**config.mk**
```make
export PLATFORM = sky130hd
export DESIGN_NAME = autoneg_result_status_regs
export DESIGN_NICKNAME = d
export VERILOG_FILES = /design/src/phy_status_pkg.sv /design/src/pin_sync2.sv /design/src/autoneg_result_status_regs.sv
export SDC_FILE = /design/constraint.sdc
export NUM_CORES = 1
export LEC_CHECK = 0
export ABC_CLOCK_PERIOD_IN_PS = 2800
export BUFFER_PORTS_ARGS = -buffer_cell sky130_fd_sc_hd__buf_2
export CORE_ASPECT_RATIO = 1.4
export CORE_MARGIN = 1.5
export CORE_UTILIZATION = 64
export CTS_BUF_LIST = sky130_fd_sc_hd__clkbuf_4 sky130_fd_sc_hd__clkbuf_8
export DETAILED_ROUTE_END_ITERATION = 8
export GPL_TIMING_DRIVEN = 0
export HOLD_SLACK_MARGIN = 0.05
export PLACE_DENSITY = 0.8
export SLEW_MARGIN = 20
export SYNTH_ARGS = -nofsm -noshare
export SYNTH_HDL_FRONTEND = slang
export SYNTH_SLANG_ARGS = --single-unit
```
**constraint.sdc**
```tcl
create_clock -name core_clk_i -period 2.8 [get_ports core_clk_i]
set_clock_uncertainty 0.2 [all_clocks]
set_input_delay 0.14 -clock core_clk_i [delete_from_list [all_inputs] [get_ports core_clk_i]]
set_output_delay 0.14 -clock core_clk_i [all_outputs]
set_load 0.01 [all_outputs]
```
**src/phy_status_pkg.sv**
```systemverilog
// constants for the autonegotiation result and live status registers
// assumes a clause 45 management frame on mdc/mdio pins
package phy_status_pkg;

    // management device addresses
    localparam logic [4:0]  DEVAD_AN        = 5'h07;
    localparam logic [4:0]  DEVAD_VS        = 5'h1e;

    // register addresses inside their devices
    localparam logic [15:0] ADDR_RESULT     = 16'h8001;
    localparam logic [15:0] ADDR_LIVE       = 16'h8030;
    localparam logic [15:0] ADDR_VENDOR     = 16'h0002;

    // reset values
    localparam logic [15:0] RESULT_RESET    = 16'h0000;
    localparam logic [15:0] LIVE_RESET      = 16'h0010;
    localparam logic [15:0] ADDR_RESET      = 16'h0000;

    // negotiation result field positions
    localparam int          TXLVL_LSB       = 7;
    localparam int          ROLE_LSB        = 5;
    localparam int          TECH_LSB        = 1;
    localparam int          DONE_BIT        = 0;

    // live status bit positions
    localparam int          TXEN_BIT        = 4;
    localparam int          MASTER_BIT      = 3;
    localparam int          SLAVE_BIT       = 2;
    localparam int          HI_BIT          = 1;
    localparam int          LO_BIT          = 0;

    // field encodings
    localparam logic [1:0]  TXLVL_NOT_RUN   = 2'h0;
    localparam logic [1:0]  TXLVL_LOW       = 2'h2;
    localparam logic [1:0]  TXLVL_HIGH      = 2'h3;
    localparam logic [1:0]  ROLE_NOT_RUN    = 2'h0;
    localparam logic [1:0]  ROLE_FAULT      = 2'h1;
    localparam logic [1:0]  ROLE_SLAVE      = 2'h2;
    localparam logic [1:0]  ROLE_MASTER     = 2'h3;
    localparam logic [3:0]  TECH_NONE       = 4'h0;
    localparam logic [3:0]  TECH_10T1L      = 4'h1;

    // frame opcodes
    localparam logic [1:0]  OP_ADDR         = 2'h0;
    localparam logic [1:0]  OP_WRITE        = 2'h1;
    localparam logic [1:0]  OP_READ_INC     = 2'h2;
    localparam logic [1:0]  OP_READ         = 2'h3;

    // frame bit counts
    localparam logic [5:0]  PREAMBLE_BITS   = 6'h20;
    localparam logic [5:0]  HEAD_LAST       = 6'h0b;
    localparam logic [5:0]  DATA_LAST       = 6'h0f;

endpackage : phy_status_pkg

```
**src/pin_sync2.sv**
```systemverilog
// two-flop synchroniser for asynchronous pins
// assumes a synchronous active-high reset on the sampling clock
`timescale 1ns/1ps
`default_nettype none

module pin_sync2 #(
    parameter int WIDTH = 1
) (
    // clock and reset
    input  wire logic             core_clk_i,
    input  wire logic             reset_i,
    // pins in, synchronised out
    input  wire logic [WIDTH-1:0] d_i,
    output logic      [WIDTH-1:0] q_o
);

    generate
        if (WIDTH < 1) begin : g_bad_width
            $error("pin_sync2 needs WIDTH of at least one");
        end
    endgenerate

    logic [WIDTH-1:0] meta_reg;
    logic [WIDTH-1:0] meta_next;
    logic [WIDTH-1:0] q_next;

    always_comb begin
        meta_next = d_i;
        q_next    = meta_reg;
    end

    // meta_reg feeds only q_o
    always_ff @(posedge core_clk_i) begin
        if (reset_i) begin
            meta_reg <= '0;
            q_o      <= '0;
        end else begin
            meta_reg <= meta_next;
            q_o      <= q_next;
        end
    end

endmodule : pin_sync2

`default_nettype wire

```
**src/autoneg_result_status_regs.sv**
```systemverilog
// autonegotiation result, live status and vendor id registers, read
// through a clause 45 management slave on mdc/mdio
// assumes status inputs come from logic on core_clk_i and mdc runs at
// most a quarter of core_clk_i
// Contract
// [RQ1] result bits 8:7 hold tx level: 0 not run, 2 low, 3 high swing.
// [RQ2] result bits 6:5 hold role: 0 not run, 1 fault, 2 slave, 3 master.
// [RQ3] result bits 4:1 hold common technology: 0 none, 1 10BASE-T1L.
// [RQ4] result bit 0 marks negotiation done with the chosen link coming up.
// [RQ5] live word 0x8030 returns unlatched bits captured in one cycle.
// [RQ6] live bit 4 is high while negotiation drives tx; it resets to one.
// [RQ7] with link control on, exactly one of live master or slave is set.
// [RQ8] live bit 1 marks high swing and live bit 0 low swing operation.
// [RQ9] a read-only vendor id word sits at 0x0002 of device 0x1e.
// [RQ10] result word at 0x8001 of device 0x07, reset value zero.
// [RQ11] reads clear nothing and change no status field.
`timescale 1ns/1ps
`default_nettype none

module autoneg_result_status_regs
    import phy_status_pkg::*;
#(
    parameter logic [4:0]  PHY_ADDR       = 5'h00,
    // arbitrary value, stands in for the real identifier
    parameter logic [15:0] VENDOR_ID_HIGH = 16'h5a3c
) (
    // clock and reset
    input  wire logic       core_clk_i,
    input  wire logic       reset_i,
    // management pins
    input  wire logic       mdc_i,
    input  wire logic       mdio_i,
    output logic            mdio_o,
    output logic            mdio_oe_o,
    // negotiation results
    input  wire logic [1:0] tx_level_result_i,
    input  wire logic [1:0] role_result_i,
    input  wire logic [3:0] common_technology_i,
    input  wire logic       negotiation_done_i,
    // live operating state
    input  wire logic       negotiation_drives_tx_i,
    input  wire logic       link_control_enable_i,
    input  wire logic       operating_master_i,
    input  wire logic       operating_high_swing_i
);

    generate
        if (PREAMBLE_BITS == 6'h00) begin : g_bad_preamble
            $error("preamble length must be nonzero");
        end
    endgenerate

    typedef enum logic [2:0] {
        S_PREAMBLE,
        S_START,
        S_HEAD,
        S_TURN,
        S_DATA
    } frame_state_e;

    logic [1:0]   pins_s;
    logic         mdc_s;
    logic         mdio_s;
    logic         mdc_rise;

    frame_state_e state_reg,     state_next;
    logic [5:0]   cnt_reg,       cnt_next;
    logic [11:0]  hdr_reg,       hdr_next;
    logic [1:0]   op_reg,        op_next;
    logic         respond_reg,   respond_next;
    logic         devsel_reg,    devsel_next;
    logic [15:0]  in_reg,        in_next;
    logic [15:0]  shift_reg,     shift_next;
    logic [15:0]  addr_an_reg,   addr_an_next;
    logic [15:0]  addr_vs_reg,   addr_vs_next;
    logic         mdc_d_reg;
    logic         mdio_next;
    logic         oe_next;
    logic [15:0]  result_reg,    result_next;
    logic [15:0]  live_reg,      live_next;
    logic [11:0]  hdr_full;
    logic [15:0]  cur_addr;
    logic         snap;

    pin_sync2 #(
        .WIDTH      (2)
    ) u_pin_sync (
        .core_clk_i (core_clk_i),
        .reset_i    (reset_i),
        .d_i        ({mdc_i, mdio_i}),
        .q_o        (pins_s)
    );

    assign mdc_s    = pins_s[1];
    assign mdio_s   = pins_s[0];
    assign mdc_rise = mdc_s & ~mdc_d_reg;
    assign hdr_full = {hdr_reg[10:0], mdio_s};
    assign cur_addr = devsel_reg ? addr_vs_reg : addr_an_reg;
    assign snap     = mdc_rise && (state_reg == S_TURN) &&
                      (cnt_reg == 6'h00) && respond_reg && op_reg[1];

    function automatic logic [15:0] reg_select(
        input logic        vs,
        input logic [15:0] addr,
        input logic [15:0] result,
        input logic [15:0] live
    );
        logic [15:0] rd;
        rd = 16'h0000;
        if (vs) begin
            if (addr == ADDR_VENDOR) begin
                rd = VENDOR_ID_HIGH; // see [RQ9]
            end
        end else if (addr == ADDR_RESULT) begin
            rd = result; // see [RQ10]
        end else if (addr == ADDR_LIVE) begin
            rd = live; // see [RQ5]
        end
        return rd;
    endfunction : reg_select

    // status capture; free-running so a read never alters it, see [RQ11]
    always_comb begin
        result_next                    = RESULT_RESET;
        result_next[TXLVL_LSB +: 2]    = tx_level_result_i; // see [RQ1]
        result_next[ROLE_LSB +: 2]     = role_result_i; // see [RQ2]
        result_next[TECH_LSB +: 4]     = common_technology_i; // see [RQ3]
        result_next[DONE_BIT]          = negotiation_done_i; // see [RQ4]
        live_next                      = 16'h0000;
        live_next[TXEN_BIT]            = negotiation_drives_tx_i; // see [RQ6]
        live_next[MASTER_BIT]          = link_control_enable_i &
                                         operating_master_i; // see [RQ7]
        live_next[SLAVE_BIT]           = link_control_enable_i &
                                         ~operating_master_i; // see [RQ7]
        live_next[HI_BIT]              = operating_high_swing_i; // see [RQ8]
        live_next[LO_BIT]              = ~operating_high_swing_i; // see [RQ8]
    end

    always_ff @(posedge core_clk_i) begin
        if (reset_i) begin
            result_reg <= RESULT_RESET; // see [RQ10]
            live_reg   <= LIVE_RESET; // see [RQ6]
        end else begin
            result_reg <= result_next;
            live_reg   <= live_next;
        end
    end

    // frame engine; acts only on synchronised mdc rising edges
    always_comb begin
        state_next   = state_reg;
        cnt_next     = cnt_reg;
        hdr_next     = hdr_reg;
        op_next      = op_reg;
        respond_next = respond_reg;
        devsel_next  = devsel_reg;
        in_next      = in_reg;
        shift_next   = shift_reg;
        addr_an_next = addr_an_reg;
        addr_vs_next = addr_vs_reg;
        mdio_next    = mdio_o;
        oe_next      = mdio_oe_o;
        if (mdc_rise) begin
            unique case (state_reg)
                S_PREAMBLE: begin
                    if (mdio_s) begin
                        if (cnt_reg != PREAMBLE_BITS) begin
                            cnt_next = 6'(cnt_reg + 6'h01);
                        end
                    end else if (cnt_reg == PREAMBLE_BITS) begin
                        state_next = S_START;
                    end else begin
                        cnt_next = 6'h00;
                    end
                end
                S_START: begin
                    // a one here is a clause 22 start, not ours
                    cnt_next   = 6'h00;
                    state_next = mdio_s ? S_PREAMBLE : S_HEAD;
                end
                S_HEAD: begin
                    hdr_next = hdr_full;
                    if (cnt_reg == HEAD_LAST) begin
                        op_next      = hdr_full[11:10];
                        devsel_next  = (hdr_full[4:0] == DEVAD_VS);
                        respond_next = (hdr_full[9:5] == PHY_ADDR) &&
                                       ((hdr_full[4:0] == DEVAD_AN) ||
                                        (hdr_full[4:0] == DEVAD_VS));
                        cnt_next     = 6'h00;
                        state_next   = S_TURN;
                    end else begin
                        cnt_next = 6'(cnt_reg + 6'h01);
                    end
                end
                S_TURN: begin
                    if (cnt_reg == 6'h00) begin
                        cnt_next = 6'h01;
                        if (respond_reg && op_reg[1]) begin
                            // whole word taken in one cycle, see [RQ5]
                            shift_next = reg_select(devsel_reg, cur_addr,
                                                    result_reg, live_reg);
                            oe_next    = 1'b1;
                            mdio_next  = 1'b0;
                        end
                    end else begin
                        cnt_next   = 6'h00;
                        state_next = S_DATA;
                        if (respond_reg && op_reg[1]) begin
                            mdio_next  = shift_reg[15];
                            shift_next = {shift_reg[14:0], 1'b0};
                        end
                    end
                end
                S_DATA: begin
                    in_next = {in_reg[14:0], mdio_s};
                    if (cnt_reg == DATA_LAST) begin
                        oe_next    = 1'b0;
                        mdio_next  = 1'b0;
                        cnt_next   = 6'h00;
                        state_next = S_PREAMBLE;
                        // writes to these read-only words are dropped
                        if (respond_reg && (op_reg == OP_ADDR)) begin
                            if (devsel_reg) begin
                                addr_vs_next = in_next;
                            end else begin
                                addr_an_next = in_next;
                            end
                        end
                        if (respond_reg && (op_reg == OP_READ_INC)) begin
                            if (devsel_reg) begin
                                addr_vs_next = 16'(addr_vs_reg + 16'h0001);
                            end else begin
                                addr_an_next = 16'(addr_an_reg + 16'h0001);
                            end
                        end
                    end else begin
                        cnt_next = 6'(cnt_reg + 6'h01);
                        if (respond_reg && op_reg[1]) begin
                            mdio_next  = shift_reg[15];
                            shift_next = {shift_reg[14:0], 1'b0};
                        end
                    end
                end
                default: begin
                    state_next = S_PREAMBLE;
                    cnt_next   = 6'h00;
                    oe_next    = 1'b0;
                end
            endcase
        end
    end

    always_ff @(posedge core_clk_i) begin
        if (reset_i) begin
            state_reg   <= S_PREAMBLE;
            cnt_reg     <= 6'h00;
            hdr_reg     <= 12'h000;
            op_reg      <= OP_READ;
            respond_reg <= 1'b0;
            devsel_reg  <= 1'b0;
            in_reg      <= 16'h0000;
            shift_reg   <= 16'h0000;
            addr_an_reg <= ADDR_RESET;
            addr_vs_reg <= ADDR_RESET;
            mdc_d_reg   <= 1'b0;
            mdio_o      <= 1'b0;
            mdio_oe_o   <= 1'b0;
        end else begin
            state_reg   <= state_next;
            cnt_reg     <= cnt_next;
            hdr_reg     <= hdr_next;
            op_reg      <= op_next;
            respond_reg <= respond_next;
            devsel_reg  <= devsel_next;
            in_reg      <= in_next;
            shift_reg   <= shift_next;
            addr_an_reg <= addr_an_next;
            addr_vs_reg <= addr_vs_next;
            mdc_d_reg   <= mdc_s;
            mdio_o      <= mdio_next;
            mdio_oe_o   <= oe_next;
        end
    end

    a_result_fields: assert property (@(posedge core_clk_i) // see [RQ1]
        disable iff (reset_i) 1 |=> result_reg[8:0] == $past({
            tx_level_result_i, role_result_i, common_technology_i,
            negotiation_done_i})
    ) else $error("result fields do not follow resolution");
    a_result_reset: assert property (@(posedge core_clk_i) // see [RQ10]
        $fell(reset_i) |-> (result_reg == 16'h0000) && (live_reg == 16'h0010)
    ) else $error("status reset values wrong");
    a_done_follows: assert property (@(posedge core_clk_i) // see [RQ4]
        disable iff (reset_i) negotiation_done_i |=> result_reg[0]
    ) else $error("done bit missing");

    a_drives_tx: assert property (@(posedge core_clk_i) // see [RQ6]
        disable iff (reset_i) negotiation_drives_tx_i |=> live_reg[4]
    ) else $error("drives tx bit not set");
    a_one_role: assert property (@(posedge core_clk_i) // see [RQ7]
        disable iff (reset_i) link_control_enable_i |=> (^live_reg[3:2])
    ) else $error("not exactly one role bit");
    a_no_role: assert property (@(posedge core_clk_i) // see [RQ7]
        disable iff (reset_i) !link_control_enable_i |=> live_reg[3:2] == 2'h0
    ) else $error("role bit without link control");
    a_swing_pair: assert property (@(posedge core_clk_i) // see [RQ8]
        disable iff (reset_i) $past(!reset_i) |-> (^live_reg[1:0])
    ) else $error("swing bits not exclusive");

    a_live_snap: assert property (@(posedge core_clk_i) // see [RQ5]
        disable iff (reset_i) snap && !devsel_reg && (cur_addr == 16'h8030)
            |=> shift_reg == $past(live_reg)
    ) else $error("live word not captured whole");
    a_result_read: assert property (@(posedge core_clk_i) // see [RQ10]
        disable iff (reset_i) snap && !devsel_reg && (cur_addr == 16'h8001)
            |=> shift_reg == $past(result_reg)
    ) else $error("result word wrong on read");
    a_vendor_read: assert property (@(posedge core_clk_i) // see [RQ9]
        disable iff (reset_i) snap && devsel_reg && (cur_addr == 16'h0002)
            |=> shift_reg == VENDOR_ID_HIGH
    ) else $error("vendor word wrong on read");

    a_read_clean: assert property (@(posedge core_clk_i) // see [RQ11]
        disable iff (reset_i) snap ##1 $stable(live_next) |=> $stable(live_reg)
    ) else $error("read disturbed live status");

    a_turn_zero: assert property (@(posedge core_clk_i) // see [RQ5]
        disable iff (reset_i) $rose(mdio_oe_o) |-> !mdio_o &&
            (state_reg == S_TURN) && (cnt_reg == 6'h01)
    ) else $error("turnaround not driven low");
    a_oe_release: assert property (@(posedge core_clk_i) // see [RQ5]
        disable iff (reset_i) mdc_rise && (state_reg == S_DATA) &&
            (cnt_reg == 6'h0f) |=> !mdio_oe_o
    ) else $error("mdio not released after data");

endmodule : autoneg_result_status_regs

`default_nettype wire

```
Word-level counts from Yosys, hierarchy flattened --
Index checks and enable logic that the tools add are counted.
Storage, ports and cells: input port bits 17, register bits 126
Cells by class: muxes and demuxes 41, eq/ne operators 25, bitwise gates (word level) 7, reduce and logical (&&, ||, !) cells 20, add/subtract/negate cells 3
Operator list (count):
- $mux W16 | 16
- $add A16 B1 Y16 const B | 2
- $eq A16 B16 Y1 const B | 2
- $pmux W16 S2 | 1
- $mux W6 | 5
- $pmux W6 S4 | 1
- $eq A16 B2 Y1 const B | 1
- $mux W15 | 1
- $mux W3 | 5
- $pmux W3 S5 | 1
- $eq A6 B4 Y1 const B | 2
- $ne A2 B2 Y1 const B | 6
- $reduce_and A3 Y1 | 4
- $mux W1 | 8
- $add A6 B1 Y6 const B | 1
- $eq A3 B2 Y1 const B | 2
- $eq A6 B6 Y1 const B | 1
- $logic_not A6 Y1 | 1
- $ne A3 B2 Y1 const B | 2
- $ne A6 B6 Y1 const B | 1
- $reduce_and A6 Y1 | 1
- $eq A5 B3 Y1 const B | 1
- $eq A5 B5 Y1 const B | 1
- $logic_not A5 Y1 | 1
- other kinds (19) | 29

Logic depth before layout (Yosys ltp) --
Gate-level depths: netlist of the first run.
depth in word-level cells 8, gate-level depth with buffers 9, gate-level depth less buffers 8

By module --
Synthesis of the first run repeated with hierarchy kept, for this count alone.
Second synthesis, totals: cells, all modules 662, area, all modules 5469.0 sq um
By module, submodules not included:
- autoneg_result_status_regs | times used 1, area an instance 5363.9 sq um, cells each 654
- pin_sync2 | times used 1, area an instance 105.1 sq um, cells each 8

Worst setup path before layout of the first run --
Ideal clock, no wire load.
path kind reg2reg, from register cnt_reg[0], to register addr_vs_reg[0], cell stages (with the launch flop) 9, setup slack 766 ps, data required time 2472 ps, data arrival time 1707 ps, buffers on the path 1, cell sequence dfxtp_1 -> ha_1 -> nor3b_1 -> nand4_1 -> clkbuf_1 -> nor2_1 -> nand2_1 -> a22oi_1 -> nor2_1
On the way: longest elaborated chain between the ends 2
RTL lines:
- start: declaration | line autoneg_result_status_regs.sv:67 | logic [5:0] cnt_reg, cnt_next;
- start signal: assignment | line autoneg_result_status_regs.sv:270 | cnt_reg <= cnt_next;
- $eq A6 B4 Y1 | line autoneg_result_status_regs.sv:216 | if (cnt_reg == DATA_LAST) begin
- $reduce_and A3 Y1 (no line)
- end signal: assignment | line autoneg_result_status_regs.sv:278 | addr_vs_reg <= addr_vs_next;
- end: declaration | line autoneg_result_status_regs.sv:75 | logic [15:0] addr_vs_reg, addr_vs_next;
No other way between the ends. A chain may end at the register's enable or synchronous reset.

Final worst setup path of the first run --
from register cnt_reg[0], to register addr_vs_reg[13]
Same word-level chain as after synthesis.

==> results of run 1 <==
[where the power goes]
group	switching, mW	internal (mW)
Combinational	0.0655	0.0450
Clock	0.607	0.438
Sequential	0.00588	1.55
[worst max-delay path, delay by kind of cell (launching register included)]
kind                       cells  cell delay [ns]
and+or+nand+nor                2             0.55
buffers and inverters          2             0.48
AOI/OAI and AO/OA              3             0.65
adders and majority gates      1             0.24
DFF                            1             0.42
[through the flow]
stage	cells	util (%)	area (um2)	setup slack, ns
after global routing	816	73.28	5936	0.03840
after CTS	814	72.86	5902	0.07144
after floorplan	660	-	5293	0.7658
after detailed placement	780	68.03	5510	0.1288
final	816	73.28	5936	0.1572
after global placement	780	68.03	5510	0.06397
[area by class of cell]
class,instances,area share (%)
well taps,102,2.150
clock inverters,7,1.476
multi-input cells,498,49.20
flip-flops and latches,108,36.42
inverters,9,0.5691
clock buffers,9,2.087
repair buffers,38,4.806
plain buffers,45,3.288
[cells in the mapped netlist, types with 11 or more instances]
library cell and count:
o21ai_0 24, clkbuf_1 26, o21ai_1 16, a211oi_1 18, nor2_1 64, a21oi_1 68, mux2i_1 24, and3_1 12
dfxtp_1 108, o22ai_1 11, nor3_1 20, nand3_1 14, nor2b_1 20, nand2_1 90, buf_2 14
[path summary, 6_finish.rpt]
check / from / end / slack [ns]
worst max-delay path: cnt_reg[0]$_SDFFE_PP0P_ / addr_vs_reg[13]$_SDFFE_PP0P_ / 0.16
worst min-delay path: operating_high_swing_i / live_reg[0]$_SDFF_PP0_ / 0.25
worst max register to register: cnt_reg[0]$_SDFFE_PP0P_ / addr_vs_reg[13]$_SDFFE_PP0P_ / 0.16
worst min register to register: result_reg[7]$_SDFF_PP0_ / shift_reg[7]$_SDFFE_PP0P_ / 0.25
[repair_timing]
action,4_1_cts,5_1_grt
setup buffers,0,2
hold buffers,18,0
gates resized for setup,0,5
setup endpoints to repair,0,15
endpoints found under the hold margin,17,0
[cells by family after synthesis]
kind of cell	Yosys count
simple gates	280
compound gates	183
flops	108
buf+inv	54
mux	27
xor+xnor	4
fa+ha+maj	4
[metal layers]
layer,vias up,wire [um],global-route usage [%]
met5,-,0,0
met4,0,861,21.38
met1,2446,5832,41.10
li1,2475,-,-
met3,66,1067,6.033
met2,274,7617,61.41
==> impl_metrics.env, run 1 <==
export IMPL_synth_avg_cell_area_um2=8.019
export IMPL_drtIter0Drc=565
export IMPL_register_area_um2=2162
export IMPL_grt_max_degree=21
export IMPL_holdWs_ns=0.2455
export IMPL_postSynthCellCount=660
export IMPL_finalCritPeriodShare_pct=94.38
export IMPL_finalPower_mw=2.711
export IMPL_cts_tree="done"
export IMPL_io_buffers=18
export IMPL_ys_ff_latch=108
export IMPL_postRouteAntennaNets=0
export IMPL_critPathSlowestCell="dfxtp_1"
export IMPL_htreeDepth=3
export IMPL_yosys_top_cells_area="dfxtp_1, a21oi_1, nand2_1"
export IMPL_whs_path_depth=3
export IMPL_synth_distinct_cells=62
export IMPL_globalplace_congestion=0.9594
export IMPL_yosys_area_share_simple_pct=26.86
export IMPL_dp_hpwl_um=10260
export IMPL_p_leak_nw=2.070
export IMPL_path_clk_slew_ns=0.12
export IMPL_row_count=39
export IMPL_cp_max_fo=10
export IMPL_synth_top_area_share_pct=40.85
export IMPL_final_common_cell="dfxtp_1"
export IMPL_initial_core_util_pct=65.34
export IMPL_die_area_um2=8832
export IMPL_ctsRootBufferMaster="clkbuf_8"
export IMPL_route_detailed_drc=0
export IMPL_nFillCells=649
export IMPL_cp_end_kind="flop"
export IMPL_crit_arrival_ns=2.75
export IMPL_syn_nets=681
export IMPL_numClockSinks=108
export IMPL_startpoint_type="flop"
export IMPL_area_growth_syn_to_layout_pct=12.15
export IMPL_drive_gt1_share_pct=9.944
export IMPL_antenna_found_initial=0
export IMPL_path_class="reg2reg"
export IMPL_synth_top_area_cell="dfxtp_1"
export IMPL_grt_pass1_vias=5075
export IMPL_grt_pass1_wl_um=24750
export IMPL_syn_area_um2=5293
export IMPL_path_cells="ha_1 -> nor3b_1 -> nand4_1 -> buf_4 -> clkbuf_1 -> a21oi_1 -> o32ai_1 -> a311oi_1"
export IMPL_yosysWarningCount=0
export IMPL_cts_inserted_buffers=9
export IMPL_overflow=0
export IMPL_synth_top_family_by_area="simple AND/OR/NAND/NOR gates"
export IMPL_ios=19
export IMPL_vias=5261
export IMPL_antenna_cells=0
export IMPL_critPathRequiredTime_ns=2.90
export IMPL_slowest_delay_ns=0.42
export IMPL_synth_mux_area_share_pct=5.177
export IMPL_hold_viol_final=0
export IMPL_outcome="completed"
export IMPL_grt_use_total_pct=35.99
export IMPL_setup_viol=0
export IMPL_fmax_ghz=0.3784
export IMPL_insertion_delay_ns=0.40
export IMPL_synth_edf_count=0
export IMPL_wl_um=15380
export IMPL_viasPerCell=6.447
export IMPL_power_density_nw_per_um2=456.8
export IMPL_synth_xor_area_share_pct=0.6619
export IMPL_ys_seq_area_share_pct=40.85
export IMPL_hold_path_class="in2reg"
export IMPL_rsz0062_at_grt="false"
export IMPL_synthArstFlopShare_pct=0
export IMPL_layout_common_cells="dfxtp_1, nand2_1, a21oi_1, nor2_1, buf_2"
export IMPL_ir_drop_v=0.0003765
export IMPL_min_period_ns=2.643
export IMPL_fin_tns_setup_ns=0
export IMPL_die_w_um=79.86
export IMPL_synth_compound_area_share_pct=21.21
export IMPL_max_cap_violations=0
export IMPL_first_pass_iters=6
export IMPL_core_um2=8100
export IMPL_wl_per_cell_um=18.85
export IMPL_slew_headroom_pct=53.89
export IMPL_drv_slew=0
export IMPL_tightest_slew_ns=0.6916
export IMPL_multi_input_area_um2=2920
export IMPL_yosys_area_share_adder_pct=0.9456
export IMPL_cts_buffer_depth=2
export IMPL_fp_dieH_um=110.6
export IMPL_nNetsFinal=730
export IMPL_r2r_cells=8
export IMPL_ys_flop_type="dfxtp_1"
Power figures use the tool's default switching activity.
==> run 2, diff against run 1 <==
- CORE_UTILIZATION: 64 -> 45
- PLACE_DENSITY: 0.8 -> 0.59
- RECOVER_POWER: not set -> 50
==> run 2 against run 1 <==
  * Sequential cell count is the same
  * Sequential share of layout area fell by 0.10 points
  * Clock power about the same
  * Final cell count grew 5.1%
  * Critical path depth shrank 1
  * Non-clock buffer count did not move
  * Worst hold slack better by 0.00097 ns
==> impl_metrics.env, run 2 (synthesis results as in run 1) <==
export IMPL_p_leak_nw=2.027
export IMPL_grt_use_total_pct=25.12
export IMPL_grt_max_degree=20
export IMPL_min_period_ns=2.578
export IMPL_final_common_cell="dfxtp_1"
export IMPL_finalCritPeriodShare_pct=92.08
export IMPL_p_clk_share_pct=38.0
export IMPL_htreeDepth=3
export IMPL_overflow=0
export IMPL_rsz0062_at_grt="false"
export IMPL_setup_viol=0
export IMPL_p_sw_uw=656.2
export IMPL_cts_tree="done"
export IMPL_wl_um=15220
export IMPL_tightest_slew_ns=0.7118
export IMPL_cp_max_fo=10
export IMPL_critPathSlowestCell="buf_1"
export IMPL_ctsRootBufferMaster="clkbuf_8"
export IMPL_p_int_mw=2.022
export IMPL_holdWs_ns=0.2465
export IMPL_fp_dieH_um=131.3
export IMPL_wl_per_cell_um=17.74
export IMPL_critPathRequiredTime_ns=2.86
export IMPL_timing_rr_end="addr_an_reg[7]$_SDFFE_PP0P_"
export IMPL_numClockSinks=108
export IMPL_viasPerCell=6.001
export IMPL_slowest_delay_ns=0.53
export IMPL_insertion_delay_ns=0.39
export IMPL_fmax_ghz=0.3879
export IMPL_nNetsFinal=730
export IMPL_antenna_found_initial=0
export IMPL_die_area_um2=12430
export IMPL_combPwrFrac_pct=3.9
export IMPL_switching_share_pct=24.51
export IMPL_row_count=46
export IMPL_die_w_um=94.66
export IMPL_antenna_cells=0
export IMPL_cts_inserted_buffers=9
export IMPL_outcome="completed"
export IMPL_area_growth_syn_to_layout_pct=12.46
export IMPL_drive_gt1_share_pct=8.683
export IMPL_globalplace_congestion=0.9326
export IMPL_vias=5149
export IMPL_drtIter0Drc=348
export IMPL_cts_buffer_depth=2
export IMPL_hp_start="operating_high_swing_i"
export IMPL_io_buffers=18
export IMPL_layout_common_cells="dfxtp_1, nand2_1, a21oi_1, nor2_1, clkbuf_1"
export IMPL_first_pass_iters=7
export IMPL_grt_pass1_wl_um=24390
export IMPL_max_cap_violations=0
export IMPL_ir_drop_v=0.0002666
export IMPL_path_clk_slew_ns=0.11
export IMPL_power_density_nw_per_um2=449.9
export IMPL_whs_path_depth=3
export IMPL_pwr_share_seq_pct=58.1
export IMPL_fin_tns_setup_ns=0
export IMPL_dp_hpwl_um=11000
export IMPL_core_um2=11400
export IMPL_worstReg2RegStart="op_reg[1]$_SDFFE_PP1P_"
export IMPL_postRouteAntennaNets=0
export IMPL_initial_core_util_pct=46.44
export IMPL_hold_path_class="in2reg"
export IMPL_hold_end="live_reg[0]$_SDFF_PP0_"
export IMPL_hold_viol_final=0
export IMPL_slew_headroom_pct=52.14
export IMPL_r2r_cells=7
export IMPL_path_class="reg2reg"
export IMPL_route_detailed_drc=0
export IMPL_path_cells="buf_2 -> nand3b_1 -> buf_1 -> clkbuf_1 -> a32oi_1 -> o22ai_1 -> nor2_1"
export IMPL_grt_pass1_vias=4789
export IMPL_startpoint_type="flop"
export IMPL_crit_arrival_ns=2.64
export IMPL_r2r_setup_slack_ns=0.22
export IMPL_cp_end_kind="flop"
export IMPL_drv_slew=0
export IMPL_ios=19
## run 2: changes by cell type in the layout (fill, tap and decap cells not counted), sizes merged
| cell | change |
|---|---|
| clkinvlp | +2 |
| clkbuf | +6 |
| inv | -2 |
| buf | -6 |
## run 2: worst max-delay path by stage
stage	from	endpoint	slack (ns)	cells after the start
finish	op_reg[1]$_SDFFE_PP1P_	addr_an_reg[7]$_SDFFE_PP0P_	0.22	7
global route	cnt_reg[0]$_SDFFE_PP0P_	addr_vs_reg[14]$_SDFFE_PP0P_	0.09	7
CTS	cnt_reg[0]$_SDFFE_PP0P_	shift_reg[2]$_SDFFE_PP0P_	0.10	8
detailed placement	cnt_reg[0]$_SDFFE_PP0P_	shift_reg[2]$_SDFFE_PP0P_	0.12	8
global placement	cnt_reg[0]$_SDFFE_PP0P_	addr_vs_reg[13]$_SDFFE_PP0P_	0.08	6
floorplan	cnt_reg[0]$_SDFFE_PP0P_	addr_vs_reg[0]$_SDFFE_PP0P_	0.77	8
## run 2: what timing repair did
action,CTS,global route
hold endpoints to repair,17,0
setup endpoints to repair,0,12
setup buffers,0,2
hold buffers,18,0
gates resized for setup,0,3
## run 2: critical path, delay by kind of cell, from the launching register on
kind,cells,cell delay (ns)
AND/OR/NAND/NOR,2,0.35
buffers and inverters,3,1.23
flip-flops,1,0.31
AO/OA/AOI/OAI,2,0.37
## run 2: through the flow
| stage | cell area, um2 | instances | setup WS [ns] | util, % | power [mW] |
|---|---|---|---|---|---|
| 2_1_floorplan | 5293 | 660 | 0.7658 | - | 1.640 |
| 3_3_place_gp | 5563 | 822 | 0.08097 | 48.81 | 1.675 |
| 3_5_place_dp | 5563 | 822 | 0.1206 | 48.81 | 1.676 |
| 4_1_cts | 5948 | 856 | 0.1041 | 52.20 | 2.699 |
| 5_1_grt | 5952 | 858 | 0.08548 | 52.23 | 2.762 |
| 6_report | 5952 | 858 | 0.2217 | 52.23 | 2.678 |
## run 2: cell type report
type / count / area, um2
Buffer: 45 / 185.2
Clock inverter: 7 / 81.33
Fill cell: 1143 / 5444
Multi-Input combinational cell: 498 / 2904
Timing Repair Buffer: 38 / 281.5
Tap cell: 144 / 180.2
Inverter: 9 / 33.78
Clock buffer: 9 / 123.9
Sequential cell: 108 / 2162
## run 2: routing by layer
metal	global-route usage (%)	share of wire [%]	up-vias
met5	0	0	-
met3	3.646	5.6	46
met4	10.86	3.8	0
met1	30.45	40	2432
li1	-	-	2472
met2	43.10	50	199
## run 2: power groups by stage
| stage | clock network (mW) | logic (mW) | registers, mW |
|---|---|---|---|
| 6_report | 1.02 | 0.105 | 1.56 |
| 5_1_grt | 1.09 | 0.117 | 1.56 |
| 2_1_floorplan | 0 | 0.0516 | 1.59 |
| 4_1_cts | 1.04 | 0.105 | 1.56 |
| 3_5_place_dp | 0 | 0.0861 | 1.59 |
| 3_3_place_gp | 0 | 0.0850 | 1.59 |
